`src/adc_consts.svh`:
```
// Constants for the identification and status register block
`ifndef ADC_CONSTS_SVH
`define ADC_CONSTS_SVH

// Register indices; byte address is four times the index
`define ADC_IDX_ID 6'h00
`define ADC_IDX_STATUS 6'h01
`define ADC_IDX_IRQ_STATUS 6'h02
`define ADC_IDX_IRQ_MASK 6'h03

// Identification fields
`define ADC_ID_CODE_MSB 15
`define ADC_ID_CODE_LSB 12
`define ADC_ID_COUNT_MSB 11
`define ADC_ID_COUNT_LSB 8
`define ADC_CHANNEL_COUNT 4'h6

// Status reset values
`define ADC_STATUS_RESET 16'h0500
`define ADC_WLEN_RESET 2'h1
`define ADC_CRC_TYPE_RESET 1'h0
`define ADC_LOCK_RESET 1'h0
`define ADC_RESET_FLAG_RESET 1'h1

// Interrupt status and mask layout
`define ADC_IRQ_WIDTH 9
`define ADC_IRQ_RESYNC 0
`define ADC_IRQ_REGMAP 1
`define ADC_IRQ_CRCERR 2
`define ADC_IRQ_DATA_LSB 3
`define ADC_IRQ_MASK_RESET 9'h000

`endif

```
`src/adc_pkg.sv`:
```
// Types shared by the identification and status register block
package adc_pkg;

    // Status word as it is read by the host
    typedef struct packed {
        logic locked;
        logic resyncOccurred;
        logic regMapChanged;
        logic inputCrcError;
        logic crcTypeAnsi;
        logic resetOccurred;
        logic [1:0] wordLengthCode;
        logic [1:0] reserved;
        logic [5:0] newData;
    } adc_status_type;

    // Events and levels coming from the converter core
    typedef struct packed {
        logic ifaceLocked;
        logic resyncPulse;
        logic regMapCrcChangedPulse;
        logic inputCrcErrPulse;
        logic crcTypeAnsi;
        logic [1:0] wordLengthSel;
        logic [5:0] newDataPulse;
        logic [5:0] dataTakenPulse;
        logic resetFlagClear;
    } adc_core_events_type;

    // Bus handshake phase
    typedef enum logic [0:0] {
        ADC_BUS_IDLE = 1'b0,
        ADC_BUS_ACK = 1'b1
    } adc_bus_state_type;

    // Register index from a byte address
    function automatic logic [5:0] adc_reg_index(input logic [7:0] byteAddr);
        return byteAddr[7:2];
    endfunction

endpackage

```
`src/adc_flag_bank.sv`:
```
// Bank of sticky flags where a set beats a clear in the same cycle
`timescale 1ns/1ps
`default_nettype none

module adc_flag_bank #(
    parameter int WIDTH = 1,
    parameter logic [WIDTH-1:0] RESET_VALUE = '0
) (
    input wire logic clk,
    input wire logic reset,
    input wire logic [WIDTH-1:0] setFlag,
    input wire logic [WIDTH-1:0] clearFlag,
    output logic [WIDTH-1:0] flagsD,
    output logic [WIDTH-1:0] flagsQ
);

    ////////////////////////////////////////////////////////////////
    // Next value: set wins over clear
    always_comb begin
        flagsD = setFlag | (flagsQ & ~clearFlag);
    end

    // Flag storage
    always_ff @(posedge clk) begin
        if (reset) begin
            flagsQ <= RESET_VALUE;
        end else begin
            flagsQ <= flagsD;
        end
    end

endmodule

`default_nettype wire

```
`src/adc_id_status_regs.sv`:
```
// Identification and status registers with an Avalon-MM slave and interrupt
//
// The implementer's own choice: the Avalon-MM interface to the registers.
`timescale 1ns/1ps
`default_nettype none
`include "adc_consts.svh"

module adc_id_status_regs
    import adc_pkg::*;
#(
    // Arbitrary device code and revision byte, not tied to any part
    parameter logic [3:0] DEVICE_CODE = 4'h5,
    parameter logic [7:0] REVISION_BYTE = 8'h00
) (
    input wire logic clk,
    input wire logic reset,
    input wire logic [7:0] address,
    input wire logic read,
    input wire logic write,
    input wire logic [31:0] writedata,
    input wire logic [3:0] byteenable,
    output logic [31:0] readdata,
    output logic waitrequest,
    input wire adc_core_events_type coreEvents,
    output adc_status_type statusOut,
    output logic irq
);

    ////////////////////////////////////////////////////////////////
    // Declarations
    adc_bus_state_type busState_q;
    adc_bus_state_type busState_d;
    logic waitrequest_q;
    logic [31:0] readdata_q;
    logic [31:0] readdata_d;
    logic irq_q;
    logic locked_q;
    logic crcTypeAnsi_q;
    logic [1:0] wordLengthCode_q;
    logic [`ADC_IRQ_WIDTH-1:0] irqMask_q;
    // Decode and lane helpers
    logic request;
    logic readCapture;
    logic accept;
    logic [5:0] regIndex;
    logic statusReadAccept;
    logic irqStatusWriteAccept;
    logic irqMaskWriteAccept;
    logic [15:0] idWord;
    logic [15:0] writeLow;
    logic [15:0] laneMask;
    // Flag banks
    logic [2:0] eventSet;
    logic [2:0] eventClear;
    logic [2:0] eventFlags_q;
    logic [5:0] dataFlags_q;
    logic [0:0] resetFlag_q;
    // Interrupt and status words
    logic [`ADC_IRQ_WIDTH-1:0] irqSet;
    logic [`ADC_IRQ_WIDTH-1:0] irqClear;
    logic [`ADC_IRQ_WIDTH-1:0] irqStatus_d;
    logic [`ADC_IRQ_WIDTH-1:0] irqStatus_q;
    adc_status_type status_d;
    adc_status_type status_q;

    ////////////////////////////////////////////////////////////////
    // True when the decoded index names the given register
    function automatic logic index_is(input logic [5:0] have, input logic [5:0] want);
        return have == want;
    endfunction

    // Keep bits of disabled lanes, take bits of enabled lanes
    function automatic logic [`ADC_IRQ_WIDTH-1:0] lane_merge(
        input logic [`ADC_IRQ_WIDTH-1:0] oldBits,
        input logic [`ADC_IRQ_WIDTH-1:0] newBits,
        input logic [`ADC_IRQ_WIDTH-1:0] lanes
    );
        return (oldBits & ~lanes) | (newBits & lanes);
    endfunction

    ////////////////////////////////////////////////////////////////
    // Bus decode
    assign request = read | write;
    assign accept = request & ~waitrequest_q;
    assign regIndex = adc_reg_index(address);
    assign statusReadAccept = accept & read & index_is(regIndex, `ADC_IDX_STATUS);
    assign irqStatusWriteAccept = accept & write & index_is(regIndex, `ADC_IDX_IRQ_STATUS);
    assign irqMaskWriteAccept = accept & write & index_is(regIndex, `ADC_IDX_IRQ_MASK);

    // Read data are taken in the wait cycle of a request
    assign readCapture = request & waitrequest_q;

    // Byte lanes 0 and 1 carry the 16-bit registers
    assign laneMask = {{8{byteenable[1]}}, {8{byteenable[0]}}};
    assign writeLow = writedata[15:0] & laneMask;

    // Handshake phase: one wait cycle, then acknowledge
    always_comb begin
        busState_d = busState_q;
        unique case (busState_q)
            ADC_BUS_IDLE: begin
                if (request) begin
                    busState_d = ADC_BUS_ACK;
                end
            end
            ADC_BUS_ACK: begin
                busState_d = ADC_BUS_IDLE;
            end
        endcase
    end

    // Phase register
    always_ff @(posedge clk) begin
        if (reset) begin
            busState_q <= ADC_BUS_IDLE;
        end else begin
            busState_q <= busState_d;
        end
    end

    // Waitrequest low only in the acknowledge cycle
    always_ff @(posedge clk) begin
        if (reset) begin
            waitrequest_q <= 1'b1;
        end else begin
            waitrequest_q <= (busState_d != ADC_BUS_ACK);
        end
    end

    ////////////////////////////////////////////////////////////////
    // Identification word
    always_comb begin
        idWord = 16'h0000;
        idWord[`ADC_ID_CODE_MSB:`ADC_ID_CODE_LSB] = DEVICE_CODE;
        idWord[`ADC_ID_COUNT_MSB:`ADC_ID_COUNT_LSB] = `ADC_CHANNEL_COUNT;
        idWord[7:0] = REVISION_BYTE;
    end

    ////////////////////////////////////////////////////////////////
    // Interface lock level, one cycle behind the core
    always_ff @(posedge clk) begin
        if (reset) begin
            locked_q <= `ADC_LOCK_RESET;
        end else begin
            locked_q <= coreEvents.ifaceLocked;
        end
    end

    // Checksum polynomial level
    always_ff @(posedge clk) begin
        if (reset) begin
            crcTypeAnsi_q <= `ADC_CRC_TYPE_RESET;
        end else begin
            crcTypeAnsi_q <= coreEvents.crcTypeAnsi;
        end
    end

    // Data word length code
    always_ff @(posedge clk) begin
        if (reset) begin
            wordLengthCode_q <= `ADC_WLEN_RESET;
        end else begin
            wordLengthCode_q <= coreEvents.wordLengthSel;
        end
    end

    ////////////////////////////////////////////////////////////////
    // Sticky event flags, cleared when the status word is read
    assign eventSet = {coreEvents.inputCrcErrPulse, coreEvents.regMapCrcChangedPulse, coreEvents.resyncPulse};
    assign eventClear = {3{statusReadAccept}};

    // Resync, map checksum change and input checksum error
    adc_flag_bank #(
        .WIDTH(3),
        .RESET_VALUE(3'h0)
    ) eventFlagBank (
        .clk(clk),
        .reset(reset),
        .setFlag(eventSet),
        .clearFlag(eventClear),
        .flagsD(),
        .flagsQ(eventFlags_q)
    );

    // New data per channel, cleared when the channel data is taken
    adc_flag_bank #(
        .WIDTH(6),
        .RESET_VALUE(6'h00)
    ) dataFlagBank (
        .clk(clk),
        .reset(reset),
        .setFlag(coreEvents.newDataPulse),
        .clearFlag(coreEvents.dataTakenPulse),
        .flagsD(),
        .flagsQ(dataFlags_q)
    );

    // Reset-occurred flag, set by reset, cleared by the core
    adc_flag_bank #(
        .WIDTH(1),
        .RESET_VALUE(`ADC_RESET_FLAG_RESET)
    ) resetFlagBank (
        .clk(clk),
        .reset(reset),
        .setFlag(1'b0),
        .clearFlag(coreEvents.resetFlagClear),
        .flagsD(),
        .flagsQ(resetFlag_q)
    );

    ////////////////////////////////////////////////////////////////
    // Assemble the status word
    always_comb begin
        status_d.locked = locked_q;
        status_d.resyncOccurred = eventFlags_q[0];
        status_d.regMapChanged = eventFlags_q[1];
        status_d.inputCrcError = eventFlags_q[2];
        status_d.crcTypeAnsi = crcTypeAnsi_q;
        status_d.resetOccurred = resetFlag_q[0];
        status_d.wordLengthCode = wordLengthCode_q;
        status_d.reserved = 2'h0;
        status_d.newData = dataFlags_q;
    end

    // Registered status copy for the frame logic
    always_ff @(posedge clk) begin
        if (reset) begin
            status_q <= `ADC_STATUS_RESET;
        end else begin
            status_q <= status_d;
        end
    end

    ////////////////////////////////////////////////////////////////
    // Interrupt sources and write-one-to-clear
    always_comb begin
        irqSet = '0;
        irqSet[`ADC_IRQ_RESYNC] = coreEvents.resyncPulse;
        irqSet[`ADC_IRQ_REGMAP] = coreEvents.regMapCrcChangedPulse;
        irqSet[`ADC_IRQ_CRCERR] = coreEvents.inputCrcErrPulse;
        irqSet[`ADC_IRQ_DATA_LSB +: 6] = coreEvents.newDataPulse;
    end

    // Write-one-to-clear from the enabled low lanes
    assign irqClear = irqStatusWriteAccept ? writeLow[`ADC_IRQ_WIDTH-1:0] : '0;

    // Interrupt status bits
    adc_flag_bank #(
        .WIDTH(`ADC_IRQ_WIDTH),
        .RESET_VALUE(`ADC_IRQ_WIDTH'(0))
    ) irqFlagBank (
        .clk(clk),
        .reset(reset),
        .setFlag(irqSet),
        .clearFlag(irqClear),
        .flagsD(irqStatus_d),
        .flagsQ(irqStatus_q)
    );

    // Interrupt mask, byte-lane aware
    always_ff @(posedge clk) begin
        if (reset) begin
            irqMask_q <= `ADC_IRQ_MASK_RESET;
        end else if (irqMaskWriteAccept) begin
            irqMask_q <= lane_merge(irqMask_q, writeLow[`ADC_IRQ_WIDTH-1:0], laneMask[`ADC_IRQ_WIDTH-1:0]);
        end
    end

    // Level interrupt from next status and mask
    always_ff @(posedge clk) begin
        if (reset) begin
            irq_q <= 1'b0;
        end else begin
            irq_q <= |(irqStatus_d & irqMask_q);
        end
    end

    ////////////////////////////////////////////////////////////////
    // Read data mux; writes to identity and status fall through
    always_comb begin
        readdata_d = 32'h0000_0000;
        if (read) begin
            unique case (regIndex)
                `ADC_IDX_ID: readdata_d[15:0] = idWord;
                `ADC_IDX_STATUS: readdata_d[15:0] = status_d;
                `ADC_IDX_IRQ_STATUS: readdata_d[`ADC_IRQ_WIDTH-1:0] = irqStatus_q;
                `ADC_IDX_IRQ_MASK: readdata_d[`ADC_IRQ_WIDTH-1:0] = irqMask_q;
                default: readdata_d = 32'h0000_0000;
            endcase
        end
    end

    // Read data captured during the wait cycle, held otherwise
    always_ff @(posedge clk) begin
        if (reset) begin
            readdata_q <= 32'h0000_0000;
        end else if (readCapture) begin
            readdata_q <= readdata_d;
        end
    end

    ////////////////////////////////////////////////////////////////
    // Outputs
    assign readdata = readdata_q;
    assign waitrequest = waitrequest_q;
    assign statusOut = status_q;
    assign irq = irq_q;

endmodule

`default_nettype wire

```
`config.mk`:
```
export PLATFORM = sky130hd
export DESIGN_NAME = adc_id_status_regs
export DESIGN_NICKNAME = d
export VERILOG_FILES = /design/src/adc_pkg.sv /design/src/adc_flag_bank.sv /design/src/adc_id_status_regs.sv
export VERILOG_INCLUDE_DIRS = /design/src
export SDC_FILE = /design/constraint.sdc
export NUM_CORES = 1
export LEC_CHECK = 0
export BUFFER_PORTS_ARGS = -buffer_cell sky130_fd_sc_hd__buf_2
export CORE_ASPECT_RATIO = 1.4
export CORE_MARGIN = 1
export CORE_UTILIZATION = 44
export CTS_BUF_LIST = sky130_fd_sc_hd__clkbuf_8
export CTS_CLUSTER_DIAMETER = 200
export DETAILED_ROUTE_END_ITERATION = 10
export PLACE_DENSITY = 0.79
export SYNTH_ARGS = -nofsm -noshare
export SYNTH_HDL_FRONTEND = slang
export SYNTH_SLANG_ARGS = --single-unit
```
`constraint.sdc`:
```
create_clock -name clk -period 1.7 [get_ports clk]
set_clock_uncertainty 0.2 [all_clocks]
set_input_delay 0.17 -clock clk [delete_from_list [all_inputs] [get_ports clk]]
set_output_delay 0.17 -clock clk [all_outputs]
set_load 0.01 [all_outputs]
```
# Word level (Yosys, flattened, before mapping)
# Cells that the tools add are included.
totals:
  reg_bits: 83
  inputBits: 68
  out_inout_bits: 50
  elab_cells: 60
op_classes:
  n_eq_ne: 3
  mux: 6
  bitwise: 28
  n_reduce_logical: 2
op_table:
  columns: ["cell", "n"]
  rows:
  - ["9-bit AND", 5]
  - ["9-bit one-hot mux with 3 select lines", 1]
  - ["9-bit NOT", 2]
  - ["9-bit OR", 2]
  - ["16-bit 2-to-1 mux", 1]
  - ["7-bit one-hot mux with 2 select lines", 1]
  - ["6-bit by 2-bit equality test with 1-bit output, second input constant", 2]
  - ["9-bit 2-to-1 mux", 1]
  - ["9-bit OR reduction", 1]
  - ["1-bit AND", 8]
  - ["6-bit AND", 1]
  - ["6-bit by 1-bit equality test with 1-bit output, second input constant", 1]
  - ["6-bit logical NOT", 1]
  - ["6-bit NOT", 1]
  - ["6-bit OR", 1]
  - ["1-bit NOT", 4]
  - ["3-bit AND", 1]
  - ["3-bit NOT", 1]
  - ["3-bit OR", 1]
  - ["1-bit one-hot mux with 2 select lines", 1]
  - ["1-bit 2-to-1 mux", 1]
  - ["1-bit OR", 1]

# Logic depth before layout (Yosys ltp)
depth:
  ltp_word: 10
  mapped_depth: 6
  depth_no_buf: 5

# Cells and area by module
# A second synthesis with hierarchy kept.
hier_totals:
  hier_cells: 283
  area_unflattened_um2: 2900.3
by_module_without_submodules:
  columns: ["module", "instances", "cells_each", "area_each_um2", "seq_area_each_um2"]
  rows:
  - ["adc_id_status_regs", 1, 188, 1980.6, 920.9]
  - ["adc_flag_bank at irqFlagBank", 1, 46, 461.7, 180.2]
  - ["adc_flag_bank at dataFlagBank", 1, 30, 277.8, 120.1]
  - ["adc_flag_bank at eventFlagBank", 1, 15, 138.9, 60.1]
  - ["adc_flag_bank at resetFlagBank", 1, 4, 41.3, 20.0]

# Least setup slack after synthesis
# Ideal clock, no wire load.
synth_timing:
  path_kind: "input to register"
  from: "input address[4]"
  to: "register irq_q, in the netlist irq"
  setup_ps: 138
  arrival_time_ps: 1514
  required_time_ps: 1362
  setup_slack_ps: -152
  cell_stages: 5
  path_buffers: 0
  cell_sequence: "or3_4 -> nor4_4 -> a31oi_1 -> a221oi_1 -> a41oi_1"
synth_between:
  elab_chain_len: 8
synth_rtl:
  columns: ["element", "line_no", "rtl"]
  rows:
  - ["from (decl)", "adc_id_status_regs.sv:17", "input wire logic [7:0] address,"]
  - ["6-bit by 2-bit equality test with 1-bit output", "adc_id_status_regs.sv:69", "return have == want;"]
  - ["1-bit AND", "adc_id_status_regs.sv:87", "assign irqStatusWriteAccept = accept & write & index_is(regIndex, `ADC_IDX_IRQ_STATUS);"]
  - ["9-bit 2-to-1 mux", "adc_id_status_regs.sv:245", "assign irqClear = irqStatusWriteAccept ? writeLow[`ADC_IRQ_WIDTH-1:0] : '0;"]
  - ["9-bit NOT", "adc_flag_bank.sv:20", "flagsD = setFlag | (flagsQ & ~clearFlag);"]
  - ["9-bit AND", "adc_flag_bank.sv:20", null]
  - ["9-bit OR", "adc_flag_bank.sv:20", null]
  - ["9-bit AND", "adc_id_status_regs.sv:274", "irq_q <= |(irqStatus_d & irqMask_q);"]
  - ["9-bit OR reduction", "adc_id_status_regs.sv:274", null]
  - ["to (signal assigned)", "adc_id_status_regs.sv:274", null]
  - ["to (decl)", "adc_id_status_regs.sv:36", "logic irq_q;"]
# Every way passes these cells.
# A chain may end at the register's enable or synchronous reset.

# Worst setup path after layout
layout_timing:
  from: "register waitrequest_q, in the netlist waitrequest"
  to: "register irq_q, in the netlist irq"
layout_between:
  elab_chain_len: 10
layout_rtl:
  columns: ["element", "line_no", "rtl"]
  rows:
  - ["from (decl)", "adc_id_status_regs.sv:33", "logic waitrequest_q;"]
  - ["from (signal assigned)", "adc_id_status_regs.sv:126", "waitrequest_q <= (busState_d != ADC_BUS_ACK);"]
  - ["1-bit NOT", "adc_id_status_regs.sv:84", "assign accept = request & ~waitrequest_q;"]
  - ["1-bit AND", "adc_id_status_regs.sv:84", null]
  - ["1-bit AND (2 in series)", "adc_id_status_regs.sv:87", null]
  - ["9-bit 2-to-1 mux", "adc_id_status_regs.sv:245", null]
  - ["9-bit NOT", "adc_flag_bank.sv:20", null]
  - ["9-bit AND", "adc_flag_bank.sv:20", null]
  - ["9-bit OR", "adc_flag_bank.sv:20", null]
  - ["9-bit AND", "adc_id_status_regs.sv:274", null]
  - ["9-bit OR reduction", "adc_id_status_regs.sv:274", null]
# Every way passes these cells.

==> flow_metrics.py <==
metrics = {
    "clock_tree": {
        "cts_tree": "done",
        "ctsHtreeMaxLevel": 3,
        "cts_root_buf": "clkbuf_8",
        "clkTransAtPathRegs_ns": 0.07,
        "clock_latency_ns": 0.34,
        "ctsLongestPathBuffers": 2,
        "cts.sinks": 65,
        "numCtsBuffers": 9,
    },
    "synth": {
        "async_flop_share_pct": 0,
        "ys_ff_latch": 65,
        "synth_top_area_share_pct": 49.8,
        "netlist_area_um2": 2610,
        "synthTopCellsByArea": "dfxtp_1, nor2_1, buf_4",
        "synth-edff-count": 0,
        "avgSynthCellArea_um2": 9.17,
        "post-synth-top-count-cell": "dfxtp_1",
        "synth_top_cells_by_count": "dfxtp_1, nor2_1, a21oi_1",
        "yosys_warnings": 0,
        "yosysTopAreaCell": "dfxtp_1",
        "synth_cells": 285,
        "dominantRegCellSynth": "dfxtp_1",
        "synth_cell_type_count": 35,
        "synth-seq-area-share_pct": 49.8,
    },
    "pwr": {
        "pwr-share-clk_pct": 36.4,
        "sequentialPowerShare_pct": 52.1,
        "swShare_pct": 26.1,
        "p_leak_uw": 0.00169,
        "p_per_area_nw_per_um2": 863,
        "intPower_uw": 2290,
        "switchingPower_uw": 809,
        "power_frac_comb_pct": 11.5,
        "power.total_uw": 3100,
        "vdd_drop_max_uv": 425,
    },
    "sta": {
        "fmax_mhz": 578,
        "hold_viol_final": 0,
        "worst_pin_slew_ns": 0.736,
        "slew-limit-headroom_pct": 50.6,
        "slew_viol_final": 0,
        "rsz0062_at_grt": "yes",
        "finalCriticalPeriod_ns": 1.73,
        "setup_viol": 1,
        "post-route-period-util_pct": 102,
        "setup_ws_ns": -0.0291,
    },
    "worst_setup_path": {
        "endpoint_kind": "flip-flop",
        "r2r-start": "waitrequest",
        "path_class": "flip-flop to flip-flop",
        "reg2reg_slack_ns": -0.03,
        "crit_fanout": 4,
        "cp_data_arrival_time_ns": 1.74,
        "cpMaxStageDelayCell": "dfxtp_2",
        "required_ns": 1.71,
        "slowest_delay_ns": 0.32,
        "critical_path.startpoint_type": "flip-flop",
        "critical_path.cell_chain": "nand3b_1 > nor4_4 > buf_4 > a31oi_1 > a221oi_1 > a41oi_1",
        "worstSetupStartpoint": "waitrequest",
    },
    "global_routing": {
        "grt_pass1_vias": 2304,
        "grt_max_degree": 47,
        "grt_overflow_total": 0,
        "grt_antenna_before_repair": 0,
        "grt_use_total_pct": 21.8,
        "grt_pass1_wl_mm": 10.1,
    },
    "job": {
        "cap_violations": 0,
    },
    "floorplanning": {
        "die_h_um": 93.2,
        "die_w_um": 67.1,
        "num_io_pins": 118,
        "rows": 32,
        "fp.dieArea_um2": 6250,
        "core_um2": 5610,
        "start_util_pct": 46.6,
    },
    "placement": {
        "io_buffers": 72,
        "gp_congestion": 0.846,
        "place_inst": 431,
        "dp_hpwl_mm": 4.43,
    },
    "drt": {
        "drtAntennaViolNets": 0,
        "routed_wl_mm": 6.28,
        "drt_iter0_markers": 96,
        "wire_per_inst_um": 13.1,
        "drc": 0,
        "vias_per_cell": 4.99,
        "dr.pass1.iters": 4,
        "vias": 2389,
    },
    "finish": {
        "diodes": 0,
        "instances_no_fill": 479,
        "drive_above_1_share_pct": 29.4,
        "nets": 474,
        "syn_to_final_growth_pct": 37.4,
    },
    "hold_path": {
        "worstHoldStart": "reset",
        "hp-class": "primary input to flip-flop",
    },
    "outcome": {
        "violations": "setup timing",
        "status": "finished, violations left",
    },
}
==> per-layer routing <==
metal	routed length [um]	global-route usage [%]	vias to the layer above	part of all wire, %
met5	0	0	-	0
li1	-	-	1170	-
met2	3110	36.8	90	50
met1	2630	24.3	1110	42
met3	288	4.51	19	4.6
met4	244	13.1	0	3.9
==> cells in the final DEF, fill, tap and decap left out, types with 4 or more instances in the layout <==
cell type / count
mux2i_1: 11
nor2b_1: 20
buf_4: 19
mux2_2: 7
a221oi_1: 5
o21ai_1: 4
clkbuf_8: 9
conb_1: 18
nor2_1: 46
inv_1: 11
nand2_1: 8
a21oi_1: 21
a22oi_1: 10
dfxtp_1: 64
dlygate4sd3_1: 31
buf_2: 72
o21ai_0: 9
nand2b_1: 6
==> timing repair <==
item | 4_1_cts | 5_1_grt
resized for setup | 1 | 1
setup endpoints to repair | 5 | 5
endpoints found under the hold margin | 32 | 0
hold buffers | 31 | 0
setup buffers | 0 | 1
==> power groups by stage <==
stage | logic [uW] | registers (uW) | clock network [uW]
after floorplan | 176 | 1650 | 0
after global placement | 293 | 1650 | 0
after detailed placement | 299 | 1650 | 0
after CTS | 356 | 1610 | 1140
after global routing | 393 | 1620 | 1230
final | 357 | 1610 | 1130
==> kinds of logic after synthesis <==
group / share of synthesized area [%]
compound gates: 14.7
flops: 49.8
simple gates: 19.6
other cells: 0.144
mux: 7.23
buf+inv: 8.48
==> final cells by class <==
type	count	area, um2
fillers	506	2020
flip-flops and latches	65	1300
clock buffers	9	124
multi-input cells	196	1160
inverters	11	41.3
repair buffers	123	833
clock inverters	7	46.3
well taps	68	85.1
==> through the flow <==
| step | setup TNS (ns) | area, um2 | util [%] | hold slack [ns] | setup slack (ns) |
|---|---|---|---|---|---|
| after floorplan | -0.139 | 2680 | - | 0.0671 | -0.139 |
| after global placement | -2.13 | 3100 | 55.2 | 0.152 | -0.296 |
| after detailed placement | -2.86 | 3100 | 55.2 | 0.157 | -0.374 |
| after CTS | -0.0609 | 3580 | 63.9 | 0.0205 | -0.0609 |
| after global routing | -0.128 | 3590 | 64.0 | 0.0292 | -0.128 |
| final | -0.0291 | 3590 | 64.0 | 0.0271 | -0.0291 |
==> worst max-delay path: cells and delay by family, from the launching register on <==
kind	cells	cell delay, ns
AO/OA/AOI/OAI	3	0.47
AND/OR/NAND/NOR	2	0.42
flip-flops	1	0.32
buffers and inverters	1	0.19
==> path summary, 6_finish.rpt <==
kind | to | cells past startpoint
worst min-delay path | flip-flop | 2
worst max-delay path | irq | 6
worst max register to register | irq | 6
worst min register to register | waitrequest | 1
Power figures use the tool's default switching activity.
